**config.mk**
```make
export PLATFORM = sky130hd
export DESIGN_NAME = irq_request_latch_lastsrc
export DESIGN_NICKNAME = d
export VERILOG_FILES = /design/src/pkg/irq_latch_pkg.sv /design/src/rtl/irq_request_latch_lastsrc.sv
export SDC_FILE = /design/constraint.sdc
export NUM_CORES = 1
export LEC_CHECK = 0
export BUFFER_PORTS_ARGS = -buffer_cell sky130_fd_sc_hd__clkbuf_2
export CORE_ASPECT_RATIO = 1.25
export CORE_MARGIN = 2
export CORE_UTILIZATION = 34
export CTS_CLUSTER_SIZE = 14
export DETAILED_ROUTE_END_ITERATION = 8
export PLACE_DENSITY_LB_ADDON = 0.25
export SLEW_MARGIN = 10
export SYNTH_ARGS = -nofsm -noshare
export SYNTH_HDL_FRONTEND = slang
export SYNTH_SLANG_ARGS = --single-unit
export TNS_END_PERCENT = 50
```
**constraint.sdc**
```tcl
create_clock -name core_clk_in -period 3.8 [get_ports core_clk_in]
set_input_delay 0.76 -clock core_clk_in [delete_from_list [all_inputs] [get_ports core_clk_in]]
set_output_delay 0.76 -clock core_clk_in [all_outputs]
set_load 0.01 [all_outputs]
```
**src/pkg/irq_latch_pkg.sv**
```systemverilog
// shared constants and carrier types for the request latch
// assumes a byte-wide register port with printed byte offsets
package irq_latch_pkg;
   localparam int unsigned ADDR_W = 24;
   localparam logic [23:0] LAST_SRC_ADDR = 24'hFFE023;
   localparam logic [23:0] PEND0_ADDR    = 24'hFFE030;
   localparam logic [23:0] SET0_ADDR     = 24'hFFE031;
   localparam logic [23:0] PEND1_ADDR    = 24'hFFE034;
   localparam logic [23:0] SET1_ADDR     = 24'hFFE035;
   // last-serviced-source field layout and reset
   localparam int unsigned IDX_LSB   = 2;
   localparam int unsigned IDX_W     = 5;
   localparam logic [4:0]  IDX_RESET = 5'h01;
   localparam logic [7:0]  PEND_RESET = 8'h00;
   // group-0 bit positions
   localparam int unsigned BIT_TIMER2 = 7;
   localparam int unsigned BIT_TIMER1 = 6;
   localparam int unsigned BIT_TIMER0 = 5;
   localparam int unsigned BIT_SER0_RX = 4;
   localparam int unsigned BIT_SER0_TX = 3;
   localparam int unsigned BIT_TWOWIRE = 2;
   localparam int unsigned BIT_SPI     = 1;
   localparam int unsigned BIT_CONV    = 0;

   typedef struct packed {
      logic [ADDR_W-1:0] addr;
      logic [7:0]        wdata;
      logic              wr;
      logic              rd;
   } reg_req_t;

   typedef struct packed {
      logic       timer2_request;
      logic       timer1_request;
      logic       timer0_request;
      logic       serial0_receive_request;
      logic       serial0_transmit_request;
      logic       twowire_request;
      logic       serial_peripheral_request;
      logic       converter_request;
   } group0_src_t;

   typedef struct packed {
      logic [7:0] pend0;
      logic [7:0] pend1;
      logic [7:0] pin_prev;
      logic       pin_valid;
      logic [4:0] idx;
      logic [7:0] rdata;
      logic       irq_req;
   } latch_state_t;
endpackage

```
**src/rtl/irq_request_latch_lastsrc.sv**
```systemverilog
// request latch with two pending groups and last-serviced-source capture
// assumes sources pulse one cycle, core acks with a vector index
// How it works
// - on core acknowledge, store the five-bit vector index as serviced index
// - last source register: bit 7 and bits 1:0 zero, index 6:2, resets 0x04
// - software may read the last-serviced-source register at any time
// - a source pulse sets its group-0 bit, which holds until cleared
// - with global enable set, any pending bit raises the core request
// - with global enable clear, requests still latch and remain readable
// - writing 1 clears a pending bit, writing 0 leaves it
// - write-only group-0 set register: 1 bits set pending bits
// - group-0 bits 7..0: timer 2,1,0, serial rx, tx, twowire, spi, conv
// - pending bits read 1 while awaiting service, reset to 0
// - group-1 bit x follows the selected pin x of port a or d
// - write-only group-1 set register: 1 bits set group-1 pending bits
// - group-1 bits 7 and 0 may take comparator and debugger requests
// - every level change of a selected pin sets its group-1 bit; here pins 7 and 0 are ignored while the comparator or debugger takes the bit
// - group-1 setting ignores enables; enables only gate forwarding
// - core acknowledge clears the acknowledged pending bit
// - forwarding is gated by the single global interrupt enable
//
// Chosen here: the strobed register port.
`timescale 1ns/1ps
module irq_request_latch_lastsrc
   import irq_latch_pkg::*;
#(
   parameter int unsigned GROUP_W = 8
) (
   // clock, enable, reset
   input  wire logic        core_clk_in,
   input  wire logic        clk_en_in,
   input  wire logic        sys_rst_in,
   // register port
   input  wire reg_req_t    reg_req_in,
   output logic [7:0]       reg_rdata_out,
   // request sources
   input  wire group0_src_t group0_src_in,
   input  wire logic [7:0]  port_pin_in,
   input  wire logic        pin7_use_comparator_in,
   input  wire logic        comparator_request_in,
   input  wire logic        pin0_use_debugger_in,
   input  wire logic        debugger_request_in,
   // core side
   input  wire logic        global_interrupt_enable_in,
   input  wire logic        ack_in,
   input  wire logic        ack_group_in,
   input  wire logic [2:0]  ack_bit_in,
   input  wire logic [4:0]  ack_index_in,
   output logic             irq_request_out,
   output logic [7:0]       pending_group0_out,
   output logic [7:0]       pending_group1_out
);

   // refuse widths that the fixed byte registers cannot carry
   if (GROUP_W != 8) begin : g_bad_width
      $error("group width must be 8");
   end

   latch_state_t st_r;
   latch_state_t st_nxt;
   logic [7:0]   hw_set0;
   logic [7:0]   hw_set1;
   logic [7:0]   pin_toggle;
   logic [7:0]   sw_set0;
   logic [7:0]   sw_set1;
   logic [7:0]   sw_clr0;
   logic [7:0]   sw_clr1;
   logic [7:0]   ack_clr0;
   logic [7:0]   ack_clr1;

   // group-0 hardware sets in documented bit order
   assign hw_set0 = group0_src_in;

   // pin change detect per bit; first cycle after reset only primes history
   genvar g;
   generate
      for (g = 0; g < 8; g++) begin : g_pin
         assign pin_toggle[g] = st_r.pin_valid &&
                                (port_pin_in[g] != st_r.pin_prev[g]);
      end
   endgenerate

   // bits 7 and 0 can be taken over by non-pin sources
   always_comb begin
      hw_set1 = pin_toggle;
      if (pin7_use_comparator_in) begin
         hw_set1[7] = comparator_request_in;
      end
      if (pin0_use_debugger_in) begin
         hw_set1[0] = debugger_request_in;
      end
   end

   // register writes decoded to set and clear masks
   always_comb begin
      sw_set0 = 8'h00;
      sw_set1 = 8'h00;
      sw_clr0 = 8'h00;
      sw_clr1 = 8'h00;
      if (reg_req_in.wr) begin
         unique case (reg_req_in.addr)
            PEND0_ADDR: sw_clr0 = reg_req_in.wdata;
            SET0_ADDR:  sw_set0 = reg_req_in.wdata;
            PEND1_ADDR: sw_clr1 = reg_req_in.wdata;
            SET1_ADDR:  sw_set1 = reg_req_in.wdata;
            default: ;
         endcase
      end
   end

   // acknowledge clears the one bit the core took
   always_comb begin
      ack_clr0 = 8'h00;
      ack_clr1 = 8'h00;
      if (ack_in && !ack_group_in) begin
         ack_clr0[ack_bit_in] = 1'b1;
      end
      if (ack_in && ack_group_in) begin
         ack_clr1[ack_bit_in] = 1'b1;
      end
   end

   // next state; sets are or-ed last so they win over clears
   always_comb begin
      st_nxt = st_r;
      st_nxt.pend0 = (st_r.pend0 & ~(sw_clr0 | ack_clr0)) | hw_set0 | sw_set0;
      st_nxt.pend1 = (st_r.pend1 & ~(sw_clr1 | ack_clr1)) | hw_set1 | sw_set1;
      st_nxt.pin_prev  = port_pin_in;
      st_nxt.pin_valid = 1'b1;
      if (ack_in) begin
         st_nxt.idx = ack_index_in;
      end
      // read data valid the cycle after the strobe only
      st_nxt.rdata = 8'h00;
      if (reg_req_in.rd) begin
         unique case (reg_req_in.addr)
            LAST_SRC_ADDR: st_nxt.rdata = {1'b0, st_r.idx, 2'b00};
            PEND0_ADDR:    st_nxt.rdata = st_r.pend0;
            PEND1_ADDR:    st_nxt.rdata = st_r.pend1;
            default:       st_nxt.rdata = 8'h00;  // set regs write-only
         endcase
      end
      // registered request; rises on the same edge as the pending bit
      st_nxt.irq_req = global_interrupt_enable_in &&
                       ((st_nxt.pend0 | st_nxt.pend1) != 8'h00);
   end

   // single state register, frozen while clock enable is low
   always_ff @(posedge core_clk_in) begin
      if (sys_rst_in) begin
         st_r.pend0     <= PEND_RESET;
         st_r.pend1     <= PEND_RESET;
         st_r.pin_prev  <= 8'h00;
         st_r.pin_valid <= 1'b0;
         st_r.idx       <= IDX_RESET;
         st_r.rdata     <= 8'h00;
         st_r.irq_req   <= 1'b0;
      end else if (clk_en_in) begin
         st_r <= st_nxt;
      end
   end

   assign reg_rdata_out      = st_r.rdata;
   assign irq_request_out    = st_r.irq_req;
   assign pending_group0_out = st_r.pend0;
   assign pending_group1_out = st_r.pend1;
endmodule

```
==> flow_metrics.tcl <==
set metrics [dict create \
    status "complete, no violations" \
    drive_above_1_share_pct 33.96 \
    pwr-share-clk_pct 30.9 \
    maxSlewViolCount 0 \
    startpoint_type "primary input" \
    rrSetupSlack_ns 1.98 \
    max_cap_violations 0 \
    core_um2 7269 \
    postRouteAntennaNets 0 \
    dp_slack_ns 0.7329 \
    die_h_um 100.2 \
    rsz0062_at_grt "no" \
    cts_resized 0 \
    synth_seq_cells 39 \
    synth_cells 312 \
    hold_buffers 0 \
    clkTransAtPathRegs_ns 0.08 \
    hp-class "reg2reg" \
    fin_crit_ns 2.793 \
    dp.cells 455 \
    arrival_ns 2.95 \
    cts-root-buf "clkbuf_8" \
    async_flop_share_pct 0 \
    slew_headroom_pct 45.28 \
    nNetsFinal 438 \
    internal_power_uw 642.1 \
    fmaxAchievable_mhz 358.1 \
    postCtsSetupRepairBufs 0 \
    worstPathMaxFanout 18 \
    p_per_area_nw_per_um2 317.9 \
    path_cells "clkbuf_2 > nor4bb_1 > and4_1 > a31oi_1 > a211oi_1 > nand4_1 > nor4_1 > o31ai_1" \
    setup_viol 0 \
    layout_common_cells "clkbuf_2 (92), dfxtp_1 (39), nor2_1 (38)" \
    skew_ns 0.008404 \
    switching_power_uw 289.0 \
    fin_ws_ns 1.007 \
    clk_path_buf_depth 2 \
    cts_made_buffers 5 \
    die-area_um2 8113 \
    slowest_delay_ns 0.60 \
    gp_congestion 0.9095 \
    syn-num-nets 380 \
    synth-seq-area-share_pct 31.01 \
    portBuffers 92 \
    diodes 0 \
    total_power_uw 931.1 \
    cts.sinks 39 \
    h-tree-depth 2 \
    crit_path_end_kind "register" \
    final_common_cell "clkbuf_2" \
    vias 2515 \
    combPwrFrac_pct 20.2 \
    critPathSlowestCell "and4_1" \
    grt_max_degree 40 \
    cts_tree "done" \
    tightestPinTransition_ns 0.8209 \
    io_pins 93 \
    drt_iter0_markers 148 \
    swShare_pct 31.04 \
    num_rows 35 \
    areaGrowthSynthToFinish_pct 16.35 \
    grt_pass1_wl_um 11990 \
    synthesis.area_um2 2517 \
    wl_um 7498 \
    synthFlopType "dfxtp_1" \
    fin_crit_sh_pct 73.49 \
    hpwl_um 5854 \
    post_drt_via_cell_ratio 5.432 \
    routedWlPerCell_um 16.19 \
    clk_latency_ns 0.30 \
    synth_edf_count 0 \
    die_x_um 80.97 \
    grt_pass1_vias 2481 \
    report.final.hold_viol_count 0 \
    start_util_pct 34.63 \
    cp.required_ns 3.96 \
    power_frac_seq_pct 48.9 \
    max-vdd-ir-drop_mv 0.1377 \
    yosysUniqueCellTypes 39 \
    drc_errors 0 \
    holdWs_ns 0.4600 \
    firstDrtPassIters 5 \
    fin_tns_setup_ns 0 \
    instances_no_fill 463 \
    p_leak_uw 0.001238 \
    track_usage_pct 19.03 \
    postSynthAreaPerCell_um2 8.069 \
    synth_warnings 0 \
    antenna_found_initial 0 \
    path_class "in2reg" \
    overflow 0 \
]
## through the flow
step | area [µm²] | util (%)
5_1_grt | 2929 | 40.29
6_report | 2929 | 40.29
3_3_place_gp | 2844 | 39.12
3_5_place_dp | 2844 | 39.12
2_1_floorplan | 2517 | -
4_1_cts | 2929 | 40.29
## final timing paths
check,start,to,depth (start not counted)
min,st_r[12]$_SDFFE_PP0P_,st_r[12]$_SDFFE_PP0P_,2
max reg2reg,st_r[20]$_SDFFE_PP0P_,irq_request_out$_SDFFE_PP0P_,6
min reg2reg,st_r[12]$_SDFFE_PP0P_,st_r[12]$_SDFFE_PP0P_,2
max,reg_req_in[20],irq_request_out$_SDFFE_PP0P_,8
## power by group through the flow
| stage | logic, µW | registers [µW] | clock network, µW |
|---|---|---|---|
| after global placement | 187 | 464 | 0 |
| after floorplan | 130 | 454 | 0 |
| final | 188 | 455 | 288 |
| after CTS | 188 | 455 | 291 |
| after global routing | 209 | 458 | 307 |
| after detailed placement | 187 | 465 | 0 |
## state kept, by name, indices dropped and copies added, names as in the netlist
| signal | cells |
|---|---|
| st_r | 14 |
| irq_request_out | 1 |
| reg_rdata_out | 8 |
| pending_group0_out | 8 |
| pending_group1_out | 8 |
## critical path, delay by kind of cell
family	cells	cell delay (ns)
buffers and inverters	1	0.08
and+or+nand+nor	4	1.45
AOI/OAI and AO/OA	3	0.67
## cell type report
cell class / count / area (µm²)
Timing Repair Buffer: 94 / 475.5
Clock inverter: 2 / 12.51
Clock buffer: 6 / 72.57
Multi-Input combinational cell: 227 / 1461
Sequential cell: 39 / 780.7
Inverter: 3 / 11.26
Tap cell: 92 / 115.1
Fill cell: 801 / 4340
## logic make-up (layout without fill, tap and decap cells)
logic type | Yosys count | in the layout | synth area share (%)
AO/OA/AOI/OAI | 85 | 85 | 21.97
XOR/XNOR | 8 | 8 | 2.783
buffers and inverters | 46 | 105 | 10.93
flip-flops | 39 | 39 | 31.01
multiplexers | 16 | 16 | 6.760
AND/OR/NAND/NOR | 118 | 118 | 26.54
## Yosys cell counts, types with 11 or more instances
library cell / instances / area [µm²]
a21oi_1: 12 / 60.06
clkbuf_1: 11 / 41.29
dfxtp_1: 39 / 780.8
o21ai_0: 18 / 90.09
buf_4: 24 / 180.2
nand2_1: 25 / 93.84
a211oi_1: 31 / 232.7
a31oi_1: 16 / 100.1
and2_1: 11 / 68.82
nor2_1: 38 / 142.6
## routing by layer
metal | vias up | track usage (%) | part of all wire, %
li1 | 1226 | - | -
met1 | 1145 | 23.06 | 42
met2 | 116 | 32.80 | 50
met3 | 28 | 2.788 | 5.4
met4 | 0 | 8.605 | 3.3
met5 | - | 0 | 0
Power figures use the tool's default switching activity.
